File: src/hw/disk_layout_pkg.sv
/*
 Constants, types and field layout for the disk sector layout mapper.
 Assumes one byte clock enable from the read/write channel.
*/
// ==========================================================
// Summary of operation
// Cylinder holds 34 hard sectors per head
// Every track carries exactly 34 fixed sectors
// Block length change keeps sector positions
// Last cylinder sectors are spares, 0..34
// Alternate cylinders programmable 0..8, default 2
// Skew values fixed; skew writes ignored
// Track skew 12 sectors, 16 on small
// Cylinder skew 16 sectors, 24 on small
// Format skips bad sectors, shifting later blocks
// Exhausted spares spill into alternate cylinders
// Reassign uses own cylinder spare first
// Reassign replaces in place, no skip
// Only 256 and 512 byte formats
// 256 mode: two fields, even then odd
// 256 mode reassign moves the partner block
// Adjust steps 2 bytes, 1 for 1024
// First gap: splice plus nine sync bytes
// Data gaps: 13 then 16 bytes
// Data field: mark 19h, data, ECC
// Servo zone 30 bytes inhibits read/write
// System area rejects all host access
// Diagnostic area reached by long commands only
// Diagnostic addresses start at 80000000h
package disk_layout_pkg;
	// Geometry
	localparam logic [8:0] SLOTS_PER_TRK = 9'h022;
	localparam logic [5:0] MAX_SPARES = 6'h22;
	localparam logic [5:0] DEF_SPARES = 6'h05;
	localparam logic [3:0] MAX_ALTCYL = 4'h8;
	localparam logic [3:0] DEF_ALTCYL = 4'h2;
	localparam logic [15:0] USER_CYLS = 16'h0200;
	localparam logic [2:0] TBL_DEPTH = 3'h4;
	// Skews in sectors
	localparam logic [5:0] TRK_SKEW = 6'h0C;
	localparam logic [5:0] TRK_SKEW_SMALL = 6'h10;
	localparam logic [5:0] CYL_SKEW = 6'h10;
	localparam logic [5:0] CYL_SKEW_SMALL = 6'h18;
	// Addressing
	localparam logic [31:0] DIAG_BASE = 32'h8000_0000;
	localparam logic signed [31:0] ADJ_LIMIT = 32'sh0000_0014;
	localparam logic [7:0] SYNC_MARK = 8'h19;
	// Byte offsets inside one sector
	localparam logic [9:0] G1_END = 10'h00A;
	localparam logic [9:0] ID_END = 10'h014;
	localparam logic [9:0] MARK1_POS = 10'h021;
	localparam logic [9:0] ECC1_POS = 10'h122;
	localparam logic [9:0] D1_END = 10'h129;
	localparam logic [9:0] MARK2_POS = 10'h139;
	localparam logic [9:0] ECC2_POS = 10'h23A;
	localparam logic [9:0] D2_END = 10'h241;
	localparam logic [9:0] ECC_512_POS = 10'h222;
	localparam logic [9:0] D_512_END = 10'h229;
	localparam logic [9:0] SERVO_POS = 10'h25A;
	localparam logic [9:0] SEC_LAST = 10'h277;
	// Register indices
	localparam logic [3:0] REG_CTRL = 4'h0;
	localparam logic [3:0] REG_SPARES = 4'h1;
	localparam logic [3:0] REG_ALTCYL = 4'h2;
	localparam logic [3:0] REG_SKEW = 4'h3;
	localparam logic [3:0] REG_ADJUST = 4'h4;
	localparam logic [3:0] REG_LBA = 4'h5;
	localparam logic [3:0] REG_CMD = 4'h6;
	localparam logic [3:0] REG_DEFECT = 4'h7;
	localparam logic [3:0] REG_RESULT = 4'h8;
	localparam logic [3:0] REG_STATUS = 4'h9;
	localparam logic [3:0] CTRL_RESET = 4'h3;
	// Types
	typedef enum logic [2:0] {F_GAP, F_ID, F_MARK, F_DATA, F_ECC, F_SERVO} field_t;
	typedef struct packed {
		logic blk1024;
		logic fmt256;
		logic [1:0] variant;
	} ctrl_t;
	typedef struct packed {
		logic alt;
		logic [15:0] cyl;
		logic [8:0] slot;
	} loc_t;
	typedef struct packed {
		logic alt;
		logic half;
		logic [2:0] head;
		logic [5:0] rot;
		logic [15:0] cyl;
	} map_result_t;
endpackage

File: src/hw/disk_sector_layout_mapper.sv
/*
 Sector layout mapper: block address to physical location, defect
 skipping, reassignment and the per-byte sector field sequencer.
 Assumes byte_tick_in and index_in are synchronous to ref_clk_in.
*/
// Our own choices: the address-and-strobe port and the address map.
`timescale 1ns/10ps
`default_nettype none
module disk_sector_layout_mapper import disk_layout_pkg::*; (
	// Clock and reset
	input wire logic ref_clk_in,
	input wire logic rst_in,
	// Register port
	input wire logic [3:0] reg_addr_in,
	input wire logic [31:0] reg_wdata_in,
	input wire logic reg_wr_in,
	input wire logic reg_rd_in,
	output logic [31:0] reg_rdata_out,
	// Read/write channel
	input wire logic byte_tick_in,
	input wire logic index_in,
	output field_t field_out,
	output logic [7:0] mark_byte_out,
	output logic rw_inhibit_out,
	output logic sector_pulse_out,
	output logic [5:0] slot_out
);
	// ==========================================================
	// Helpers
	function automatic logic [5:0] mod34(input logic [7:0] v);
		logic [7:0] t;
		t = v;
		for (int i = 0; i < 7; i++) begin
			if (t >= 8'(SLOTS_PER_TRK)) begin
				t = t - 8'(SLOTS_PER_TRK);
			end
		end
		return t[5:0];
	endfunction

	function automatic logic [2:0] pop4(input logic [3:0] v);
		return 3'(v[0]) + 3'(v[1]) + 3'(v[2]) + 3'(v[3]);
	endfunction

	// ==========================================================
	// Configuration state
	ctrl_t ctrl_r, ctrl_nxt; // Variant and format
	logic [5:0] spares_r, spares_nxt; // Spares per cylinder
	logic [3:0] altcyl_r, altcyl_nxt; // Alternate cylinders
	logic [9:0] adj_r, adj_nxt; // Signed data length adjust
	logic [31:0] lba_r, lba_nxt; // Address under work
	logic [2:0] def_cnt_r, def_cnt_nxt; // Defect entries used
	logic def_we; // Append a defect entry
	logic signed [31:0] wsig; // Write data as signed
	logic cfg_wr; // Config write allowed
	logic [3:0] heads; // Heads of this variant
	logic [8:0] spc; // Sectors per cylinder
	logic [5:0] trk_skew; // Fixed track skew
	logic [5:0] cyl_skew; // Fixed cylinder skew
	logic [5:0] cyl_step; // Rotation gained per cylinder
	logic [9:0] bpc; // Blocks per cylinder
	logic [15:0] alt_base; // First alternate cylinder
	logic busy; // Mapper working

	// Derived geometry; skews hang only on the variant
	always_comb begin
		heads = {1'b0, ctrl_r.variant, 1'b0} + 4'h2;
		spc = 9'(heads) * SLOTS_PER_TRK;
		trk_skew = (ctrl_r.variant == 2'h0) ? TRK_SKEW_SMALL : TRK_SKEW;
		cyl_skew = (ctrl_r.variant == 2'h0) ? CYL_SKEW_SMALL : CYL_SKEW;
		cyl_step = mod34(8'(cyl_skew) + 8'(heads - 4'h1) * 8'(trk_skew));
		bpc = ctrl_r.fmt256 ? {spc - 9'(spares_r), 1'b0}
			: {1'b0, spc - 9'(spares_r)};
		alt_base = USER_CYLS - 16'(altcyl_r);
	end

	// Register writes; changing layout mid-map would corrupt it
	always_comb begin
		ctrl_nxt = ctrl_r;
		spares_nxt = spares_r;
		altcyl_nxt = altcyl_r;
		adj_nxt = adj_r;
		lba_nxt = lba_r;
		def_cnt_nxt = def_cnt_r;
		def_we = 1'b0;
		wsig = $signed(reg_wdata_in);
		cfg_wr = reg_wr_in && !busy;
		if (cfg_wr) begin
			unique case (reg_addr_in)
				REG_CTRL: begin
					ctrl_nxt = ctrl_t'(reg_wdata_in[3:0]);
					// Sector slots never move; only block use changes
					if (ctrl_nxt.fmt256) begin
						ctrl_nxt.blk1024 = 1'b0;
						adj_nxt = 10'h000;
					end else if (!ctrl_nxt.blk1024) begin
						// Back to 512 blocks: round down to an even step
						adj_nxt = {adj_r[9:1], 1'b0};
					end
				end
				REG_SPARES: begin
					if (reg_wdata_in <= 32'(MAX_SPARES)) begin
						spares_nxt = reg_wdata_in[5:0];
					end
				end
				REG_ALTCYL: begin
					if (reg_wdata_in <= 32'(MAX_ALTCYL)) begin
						altcyl_nxt = reg_wdata_in[3:0];
					end
				end
				REG_ADJUST: begin
					// Odd steps only with 1024-byte blocks
					if (!ctrl_r.fmt256 && wsig <= ADJ_LIMIT &&
						wsig >= -ADJ_LIMIT &&
						(ctrl_r.blk1024 || !reg_wdata_in[0])) begin
						adj_nxt = reg_wdata_in[9:0];
					end
				end
				REG_LBA: begin
					lba_nxt = reg_wdata_in;
				end
				REG_DEFECT: begin
					if (def_cnt_r < TBL_DEPTH) begin
						def_we = 1'b1;
						def_cnt_nxt = def_cnt_r + 3'h1;
					end
				end
				default: begin
					// Skew and read-only writes are dropped
				end
			endcase
		end
	end

	// Configuration registers
	always_ff @(posedge ref_clk_in) begin
		if (rst_in) begin
			ctrl_r <= ctrl_t'(CTRL_RESET);
			spares_r <= DEF_SPARES;
			altcyl_r <= DEF_ALTCYL;
			adj_r <= 10'h000;
			lba_r <= 32'h0000_0000;
			def_cnt_r <= 3'h0;
		end else begin
			ctrl_r <= ctrl_nxt;
			spares_r <= spares_nxt;
			altcyl_r <= altcyl_nxt;
			adj_r <= adj_nxt;
			lba_r <= lba_nxt;
			def_cnt_r <= def_cnt_nxt;
		end
	end

	// ==========================================================
	// Defect and reassign tables
	loc_t def_tbl [4]; // Format-skipped slots
	logic [31:0] ra_key [4]; // Reassigned block units
	loc_t ra_dst [4]; // Their destinations
	logic ra_we; // Append reassign entry
	loc_t ra_loc; // Entry destination
	logic [2:0] ra_cnt_r, ra_cnt_nxt; // Reassign entries used
	logic [3:0] d_cyl_m, d_le_m, r_cyl_m, r_key_m;
	logic [15:0] cyl_r, cyl_nxt;
	logic [8:0] slot_r, slot_nxt;
	logic [31:0] key_r, key_nxt;

	// Per-entry matching
	for (genvar i = 0; i < 4; i++) begin : g_ent
		assign d_cyl_m[i] = (3'(i) < def_cnt_r) && !def_tbl[i].alt &&
			def_tbl[i].cyl == cyl_r;
		assign d_le_m[i] = d_cyl_m[i] && def_tbl[i].slot <= slot_r;
		assign r_cyl_m[i] = (3'(i) < ra_cnt_r) && !ra_dst[i].alt &&
			ra_dst[i].cyl == cyl_r;
		assign r_key_m[i] = (3'(i) < ra_cnt_r) && ra_key[i] == key_r;
	end

	// Table storage; entries are only ever appended
	always_ff @(posedge ref_clk_in) begin
		if (def_we) begin
			def_tbl[def_cnt_r[1:0]] <= {1'b0, reg_wdata_in[31:16],
				reg_wdata_in[8:0]};
		end
		if (ra_we) begin
			ra_key[ra_cnt_r[1:0]] <= key_r;
			ra_dst[ra_cnt_r[1:0]] <= ra_loc;
		end
	end

	// ==========================================================
	// Mapper state machine
	typedef enum logic [2:0] {M_IDLE, M_CYL, M_SKIP, M_RA, M_HEAD} map_st_t;
	map_st_t st_r, st_nxt;
	logic [31:0] rem_r, rem_nxt; // Blocks left to place
	logic [5:0] acc_r, acc_nxt; // Rotation from skews
	logic [8:0] base_r, base_nxt; // Slot before skipping
	logic [1:0] it_r, it_nxt; // Skip iteration
	logic [2:0] head_r, head_nxt;
	logic half_r, half_nxt, alt_r, alt_nxt, ra_r, ra_nxt;
	logic done_r, done_nxt, rej_r, rej_nxt, pcopy_r, pcopy_nxt;
	logic altused_r, altused_nxt;
	logic [8:0] altnext_r, altnext_nxt; // Next alternate slot
	map_result_t res_r, res_nxt;
	logic cmd_wr; // Command register write
	logic [3:0] hit; // Reassign hit vector
	logic [6:0] used; // Spares consumed in cylinder

	assign busy = (st_r != M_IDLE);
	assign cmd_wr = reg_wr_in && reg_addr_in == REG_CMD;

	// Next state of the mapper
	always_comb begin
		st_nxt = st_r;
		rem_nxt = rem_r;
		cyl_nxt = cyl_r;
		acc_nxt = acc_r;
		base_nxt = base_r;
		slot_nxt = slot_r;
		it_nxt = it_r;
		head_nxt = head_r;
		half_nxt = half_r;
		alt_nxt = alt_r;
		ra_nxt = ra_r;
		key_nxt = key_r;
		done_nxt = done_r;
		rej_nxt = rej_r;
		pcopy_nxt = pcopy_r;
		altused_nxt = altused_r;
		altnext_nxt = altnext_r;
		res_nxt = res_r;
		ra_cnt_nxt = ra_cnt_r;
		ra_we = 1'b0;
		ra_loc = '0;
		hit = r_key_m;
		used = 7'(pop4(d_cyl_m)) + 7'(pop4(r_cyl_m));
		unique case (st_r)
			M_IDLE: begin
				if (cmd_wr) begin
					done_nxt = 1'b0;
					rej_nxt = 1'b0;
					pcopy_nxt = 1'b0;
					if (reg_wdata_in[3]) begin
						rej_nxt = 1'b1;
					end else if (lba_r[31] && !reg_wdata_in[2]) begin
						rej_nxt = 1'b1;
					end else if (reg_wdata_in[1] && ra_cnt_r == TBL_DEPTH) begin
						rej_nxt = 1'b1;
					end else if (reg_wdata_in[1] || reg_wdata_in[0]) begin
						rem_nxt = lba_r[31] ? lba_r - DIAG_BASE : lba_r;
						cyl_nxt = lba_r[31] ? USER_CYLS : 16'h0000;
						acc_nxt = 6'h00;
						head_nxt = 3'h0;
						alt_nxt = 1'b0;
						// Both blocks of a sector share one key
						key_nxt = ctrl_r.fmt256 ? {1'b0, lba_r[31:1]} : lba_r;
						ra_nxt = reg_wdata_in[1];
						st_nxt = M_CYL;
					end
				end
			end
			M_CYL: begin
				// Repeated subtraction: slow but small
				if (rem_r >= 32'(bpc)) begin
					rem_nxt = rem_r - 32'(bpc);
					cyl_nxt = cyl_r + 16'h0001;
					acc_nxt = mod34(8'(acc_r) + 8'(cyl_step));
				end else begin
					base_nxt = ctrl_r.fmt256 ? rem_r[9:1] : rem_r[8:0];
					slot_nxt = base_nxt;
					half_nxt = ctrl_r.fmt256 && rem_r[0];
					it_nxt = 2'h0;
					st_nxt = M_SKIP;
				end
			end
			M_SKIP: begin
				// Four passes reach the fixed point of four entries
				slot_nxt = base_r + 9'(pop4(d_le_m));
				it_nxt = it_r + 2'h1;
				if (it_r == 2'h3) begin
					if (slot_nxt >= spc) begin
						alt_nxt = 1'b1;
						altused_nxt = 1'b1;
						cyl_nxt = alt_base;
						slot_nxt = slot_nxt - spc;
					end
					st_nxt = ra_r ? M_RA : M_HEAD;
					for (int i = 0; i < 4; i++) begin
						if (!ra_r && hit[i]) begin
							alt_nxt = ra_dst[i].alt;
							cyl_nxt = ra_dst[i].cyl;
							slot_nxt = ra_dst[i].slot;
						end
					end
				end
			end
			M_RA: begin
				if (used < 7'(spares_r)) begin
					ra_loc = {1'b0, cyl_r, spc - 9'(spares_r) + 9'(used)};
				end else begin
					ra_loc = {1'b1, alt_base, altnext_r};
					altnext_nxt = altnext_r + 9'h001;
					altused_nxt = 1'b1;
				end
				// Only the table changes; no later block shifts
				ra_we = 1'b1;
				ra_cnt_nxt = ra_cnt_r + 3'h1;
				pcopy_nxt = ctrl_r.fmt256;
				alt_nxt = ra_loc.alt;
				cyl_nxt = ra_loc.cyl;
				slot_nxt = ra_loc.slot;
				st_nxt = M_HEAD;
			end
			M_HEAD: begin
				if (slot_r >= SLOTS_PER_TRK) begin
					slot_nxt = slot_r - SLOTS_PER_TRK;
					head_nxt = head_r + 3'h1;
				end else begin
					res_nxt.alt = alt_r;
					res_nxt.half = half_r;
					res_nxt.head = head_r;
					res_nxt.cyl = cyl_r;
					res_nxt.rot = mod34(8'(slot_r) + 8'(acc_r) +
						8'(head_r) * 8'(trk_skew));
					done_nxt = 1'b1;
					st_nxt = M_IDLE;
				end
			end
		endcase
	end

	// Mapper registers
	always_ff @(posedge ref_clk_in) begin
		if (rst_in) begin
			st_r <= M_IDLE;
			rem_r <= 32'h0000_0000;
			cyl_r <= 16'h0000;
			acc_r <= 6'h00;
			base_r <= 9'h000;
			slot_r <= 9'h000;
			it_r <= 2'h0;
			head_r <= 3'h0;
			half_r <= 1'b0;
			alt_r <= 1'b0;
			ra_r <= 1'b0;
			key_r <= 32'h0000_0000;
			done_r <= 1'b0;
			rej_r <= 1'b0;
			pcopy_r <= 1'b0;
			altused_r <= 1'b0;
			altnext_r <= 9'h000;
			res_r <= '0;
			ra_cnt_r <= 3'h0;
		end else begin
			st_r <= st_nxt;
			rem_r <= rem_nxt;
			cyl_r <= cyl_nxt;
			acc_r <= acc_nxt;
			base_r <= base_nxt;
			slot_r <= slot_nxt;
			it_r <= it_nxt;
			head_r <= head_nxt;
			half_r <= half_nxt;
			alt_r <= alt_nxt;
			ra_r <= ra_nxt;
			key_r <= key_nxt;
			done_r <= done_nxt;
			rej_r <= rej_nxt;
			pcopy_r <= pcopy_nxt;
			altused_r <= altused_nxt;
			altnext_r <= altnext_nxt;
			res_r <= res_nxt;
			ra_cnt_r <= ra_cnt_nxt;
		end
	end

	// ==========================================================
	// Register read port, data one cycle after the strobe
	logic [31:0] rdata_nxt;

	always_comb begin
		rdata_nxt = 32'h0000_0000;
		if (reg_rd_in) begin
			unique case (reg_addr_in)
				REG_CTRL: rdata_nxt = {28'h0000000, ctrl_r};
				REG_SPARES: rdata_nxt = {26'h0000000, spares_r};
				REG_ALTCYL: rdata_nxt = {28'h0000000, altcyl_r};
				REG_SKEW: rdata_nxt = {20'h00000, cyl_skew, trk_skew};
				REG_ADJUST: rdata_nxt = {{22{adj_r[9]}}, adj_r};
				REG_LBA: rdata_nxt = lba_r;
				REG_DEFECT: rdata_nxt = {29'h00000000, def_cnt_r};
				REG_RESULT: rdata_nxt = {5'h00, res_r};
				REG_STATUS: rdata_nxt = {21'h000000, ra_cnt_r, def_cnt_r,
					altused_r, pcopy_r, rej_r, done_r, busy};
				default: rdata_nxt = 32'h0000_0000;
			endcase
		end
	end

	always_ff @(posedge ref_clk_in) begin
		if (rst_in) begin
			reg_rdata_out <= 32'h0000_0000;
		end else begin
			reg_rdata_out <= rdata_nxt;
		end
	end

	// ==========================================================
	// Sector field sequencer, one step per channel byte
	logic [9:0] pos_r, pos_nxt; // Byte inside sector
	logic [5:0] slot_nxt_q; // Next slot on track
	logic pulse_nxt;
	field_t fld_nxt;
	logic [9:0] ecc_pos, d_end; // Adjusted 512 bounds

	always_comb begin
		pos_nxt = pos_r;
		slot_nxt_q = slot_out;
		pulse_nxt = 1'b0;
		ecc_pos = 10'(ECC_512_POS + adj_r);
		d_end = 10'(D_512_END + adj_r);
		if (index_in) begin
			pos_nxt = 10'h000;
			slot_nxt_q = 6'h00;
		end else if (byte_tick_in) begin
			if (pos_r == SEC_LAST) begin
				pos_nxt = 10'h000;
				pulse_nxt = 1'b1;
				// Slot count per track never varies
				slot_nxt_q = (slot_out == 6'(SLOTS_PER_TRK - 9'h001)) ?
					6'h00 : slot_out + 6'h01;
			end else begin
				pos_nxt = pos_r + 10'h001;
			end
		end
		// Field map of the byte being entered
		if (pos_nxt < G1_END) fld_nxt = F_GAP;
		else if (pos_nxt < ID_END) fld_nxt = F_ID;
		else if (pos_nxt < MARK1_POS) fld_nxt = F_GAP;
		else if (pos_nxt == MARK1_POS) fld_nxt = F_MARK;
		else if (pos_nxt >= SERVO_POS) fld_nxt = F_SERVO;
		else if (ctrl_r.fmt256) begin
			if (pos_nxt < ECC1_POS) fld_nxt = F_DATA;
			else if (pos_nxt < D1_END) fld_nxt = F_ECC;
			else if (pos_nxt < MARK2_POS) fld_nxt = F_GAP;
			else if (pos_nxt == MARK2_POS) fld_nxt = F_MARK;
			else if (pos_nxt < ECC2_POS) fld_nxt = F_DATA;
			else if (pos_nxt < D2_END) fld_nxt = F_ECC;
			else fld_nxt = F_GAP;
		end else begin
			if (pos_nxt < ecc_pos) fld_nxt = F_DATA;
			else if (pos_nxt < d_end) fld_nxt = F_ECC;
			else fld_nxt = F_GAP;
		end
	end

	always_ff @(posedge ref_clk_in) begin
		if (rst_in) begin
			pos_r <= 10'h000;
			slot_out <= 6'h00;
			sector_pulse_out <= 1'b0;
			field_out <= F_GAP;
			mark_byte_out <= 8'h00;
			rw_inhibit_out <= 1'b0;
		end else begin
			pos_r <= pos_nxt;
			slot_out <= slot_nxt_q;
			sector_pulse_out <= pulse_nxt;
			field_out <= fld_nxt;
			mark_byte_out <= (fld_nxt == F_MARK) ? SYNC_MARK : 8'h00;
			rw_inhibit_out <= (fld_nxt == F_SERVO);
		end
	end

	// ==========================================================
	// Checks
	chk_spare_range: assert property (@(posedge ref_clk_in) disable iff (rst_in)
		spares_r <= MAX_SPARES) else $error("spare count out of range");
	chk_altcyl_range: assert property (@(posedge ref_clk_in) disable iff (rst_in)
		altcyl_r <= MAX_ALTCYL) else $error("alternate cylinders out of range");
	chk_skew_write: assert property (@(posedge ref_clk_in) disable iff (rst_in)
		reg_wr_in && reg_addr_in == REG_SKEW |=> $stable(ctrl_r) && $stable(spares_r))
		else $error("skew write changed state");
	chk_adj_step: assert property (@(posedge ref_clk_in) disable iff (rst_in)
		!ctrl_r.blk1024 |-> !adj_r[0]) else $error("odd adjust on 512 blocks");
	chk_gap1_field: assert property (@(posedge ref_clk_in) disable iff (rst_in)
		$past(byte_tick_in) && !$past(index_in) && pos_r < G1_END |-> field_out == F_GAP)
		else $error("first gap field wrong");
	chk_mark_value: assert property (@(posedge ref_clk_in) disable iff (rst_in)
		field_out == F_MARK |-> mark_byte_out == 8'h19) else $error("bad sync mark");
	chk_servo_inhibit: assert property (@(posedge ref_clk_in) disable iff (rst_in)
		pos_r >= SERVO_POS |-> rw_inhibit_out && field_out == F_SERVO)
		else $error("servo zone not inhibited");
	chk_system_reject: assert property (@(posedge ref_clk_in) disable iff (rst_in)
		st_r == M_IDLE && cmd_wr && reg_wdata_in[3] |=> rej_r && st_r == M_IDLE)
		else $error("system area access not rejected");
	chk_diag_short: assert property (@(posedge ref_clk_in) disable iff (rst_in)
		st_r == M_IDLE && cmd_wr && lba_r[31] && !reg_wdata_in[2] && !reg_wdata_in[3]
		|=> rej_r) else $error("short command reached diagnostic area");
	chk_slot_wrap: assert property (@(posedge ref_clk_in) disable iff (rst_in)
		slot_out < 6'h22) else $error("slot beyond track");
endmodule
`default_nettype wire

File: config.mk
export PLATFORM = sky130hd
export DESIGN_NAME = disk_sector_layout_mapper
export DESIGN_NICKNAME = d
export VERILOG_FILES = /design/src/hw/disk_layout_pkg.sv /design/src/hw/disk_sector_layout_mapper.sv
export SDC_FILE = /design/constraint.sdc
export NUM_CORES = 2
export LEC_CHECK = 0
export ABC_AREA = 1
export BUFFER_PORTS_ARGS = -buffer_cell sky130_fd_sc_hd__buf_2
export CORE_ASPECT_RATIO = 1.1
export CORE_MARGIN = 8
export CORE_UTILIZATION = 60
export CTS_CLUSTER_DIAMETER = 60
export DETAILED_ROUTE_END_ITERATION = 10
export HOLD_SLACK_MARGIN = 0.02
export PLACE_DENSITY = 0.76
export REMOVE_ABC_BUFFERS = 1
export SLEW_MARGIN = 5
export SYNTH_ARGS = -nofsm -noshare
export SYNTH_HDL_FRONTEND = slang
export SYNTH_SLANG_ARGS = --single-unit
File: constraint.sdc
create_clock -name ref_clk_in -period 16.5 [get_ports ref_clk_in]
set_clock_uncertainty 0.05 [all_clocks]
set_input_delay 1.65 -clock ref_clk_in [delete_from_list [all_inputs] [get_ports ref_clk_in]]
set_output_delay 1.65 -clock ref_clk_in [all_outputs]
set_load 0.01 [all_outputs]
==> qor.csv <==
metric,value,unit
rsz0062_at_grt,no,
path_class,reg2reg,
post-route-util,66.5,%
fp-row-count,94,
critPathSlowestCell,dfxtp_1,
die_h,273,um
synthCells,4473,
ys.warnings.count,0,
root_buffer,clkbuf_16,
fin_area,39700,um2
syn_area,36100,um2
grt_max_degree,87,
cts_hold_buf,0,
crit_top_cell,nand2_1,
clock.fmax,72.5,MHz
slew_violations,0,
cp_max_fo,12,
initial_core_util,60.5,%
yosys-top-cells-area,"edfxtp_1, dfxtp_1, nand2_1, inv_1, ha_1",
avgSynthCellArea,8.08,um2
grt.overflow.total,0,
numCtsBuffers,68,
wire_per_inst,22.5,um
crit_buf_inv,14,
critPathRequiredTime,16.99,ns
cp_top_family,simple AND/OR/NAND/NOR gates,
cp-end-kind,register,
cts-resized-gates,0,
mostFrequentLayoutCell,nand2_1,
h-tree-depth,3,
fillers,5025,
drc,0,
synth_area_leader_cell,edfxtp_1,
clock-sinks,602,
viasPerCell,6.22,
run_status,"finished, final reports clean",
synth_edf_count,332,
io_pins,93,
post-route-period-util,83.6,%
drive_gt1_share,8.90,%
drv_cap,0,
cts_tree,built,
tightest_slew,1.12,ns
max_stage_delay,0.63,ns
worst-endpoint-arrival,14.29,ns
ys_seq_elements,602,
ys_types,75,
tns,0,ns
wirelength,121000,um
nets,4767,
finalSetupViolCount,0,
fin_crit,13.79,ns
core_area,59700,um2
layout_common_cells,"nand2_1, inv_1, nor2_1",
path_clk_slew,0.06,ns
io_buffers,87,
place.detailed.hpwl,88700,um
dieArea,68300,um2
antenna_found_initial,5,
ys_seq_area_share,42.6,%
finalHoldViolations,0,
gp_congestion,1.05,
cts_setup_buffers,0,
hold_class,reg2reg,
grt_usage,34.6,%
antenna_left,0,
cts_max_path_buffers,3,
area_growth,9.96,%
clkLatencyLatePin,0.63,ns
grt_pass1_vias,31600,
dpl_cell_area,37400,um2
die_w,250,um
synth_top_area_share,27.6,%
grt_pass1_wl,185000,um
synth_flop_cell,edfxtp_1,
drt-initial-drc-count,4161,
async_reset_ff_share,0,%
critPathLaunchType,register,
max-slew-margin-rel,23.3,%
firstDrtPassIters,6,
vias,33400,
[cells in the mapped netlist (16+ instances only)]
master    count
xnor2_1      73
or2_2        45
nand3b_1     16
a211oi_1     40
clkbuf_1    127
nor3_1       66
o211ai_1     36
nand2_1     798
a22oi_1      22
xor2_1      127
nand2_2      45
fa_1         20
o22ai_1      53
nand3_1     203
edfxtp_1    332
o21ai_0     353
a21oi_1     297
nor4_1       67
inv_1       588
nand4_1     116
nor2_1      366
ha_1        165
a31oi_1      31
dfxtp_1     270
[per-stage QoR]
step / setup slack [ns] / hold slack [ns] / std cells
floorplan: 4.29 / 0.375 / 4339
global placement: 3.14 / 0.396 / 5238
detailed placement: 2.75 / 0.396 / 5238
CTS: 2.70 / 0.405 / 5364
global route: 1.09 / 0.432 / 5364
finish: 2.71 / 0.409 / 5367
[state kept, by name, summed over array words and instances, names as in the netlist, 6 cells and up]
| signal | count |
|---|---|
| slot_r | 9 |
| cyl_r | 16 |
| slot_out | 6 |
| rem_r | 32 |
| spares_r | 6 |
| def_tbl | 100 |
| altnext_r | 9 |
| reg_rdata_out | 32 |
| ra_key | 128 |
| res_r | 27 |
| ra_dst | 104 |
| key_r | 32 |
| lba_r | 32 |
| pos_r | 10 |
| adj_r | 10 |
| base_r | 9 |
[metal layers]
metal | GRT usage [%] | up-vias | wire length, um
met5 | 0 | - | 43
met1 | 44.7 | 15500 | 46400
met3 | 7.19 | 461 | 13900
li1 | - | 15400 | -
met2 | 53.0 | 2030 | 52400
met4 | 21.6 | 6 | 8300
[worst register-to-register path, delay by kind of cell (launching register included)]
kind | cells | cell delay [ns]
compound gates | 10 | 1.99
xor+xnor | 8 | 1.47
fa+ha+maj | 13 | 3.95
buf+inv | 14 | 1.15
flops | 1 | 0.63
simple gates | 39 | 4.51
[final timing paths]
kind	to	depth (start not counted)	startpoint	slack [ns]
max	acc_r[5]	84	ctrl_r[0]	2.71
min	altused_r	2	altused_r	0.41
max reg2reg	acc_r[5]	84	ctrl_r[0]	2.71
min reg2reg	altused_r	2	altused_r	0.41
[layout make-up]
cell class | instances | area [um2] | area share (%)
Multi-Input combinational cell | 3132 | 18000 | 45.3
Sequential cell | 602 | 15400 | 38.7
Inverter | 605 | 2270 | 5.72
Clock buffer | 86 | 1850 | 4.66
Tap cell | 768 | 961 | 2.42
Timing Repair Buffer | 131 | 768 | 1.93
Clock inverter | 40 | 482 | 1.21
Antenna cell | 3 | 7.51 | 0.0189
[cells by family after synthesis]
group,count (synthesis),synth area share (%)
other cells,2,0.0208
compound gates,938,15.1
fa+ha+maj,185,6.82
simple gates,1795,22.7
buf+inv,747,7.84
flops,602,42.6
mux,3,0.0831
xor+xnor,201,4.89
Power is left out: the tool's default activity adds up to more than one toggle a clock period on the data nets, which glitch-free logic cannot reach.
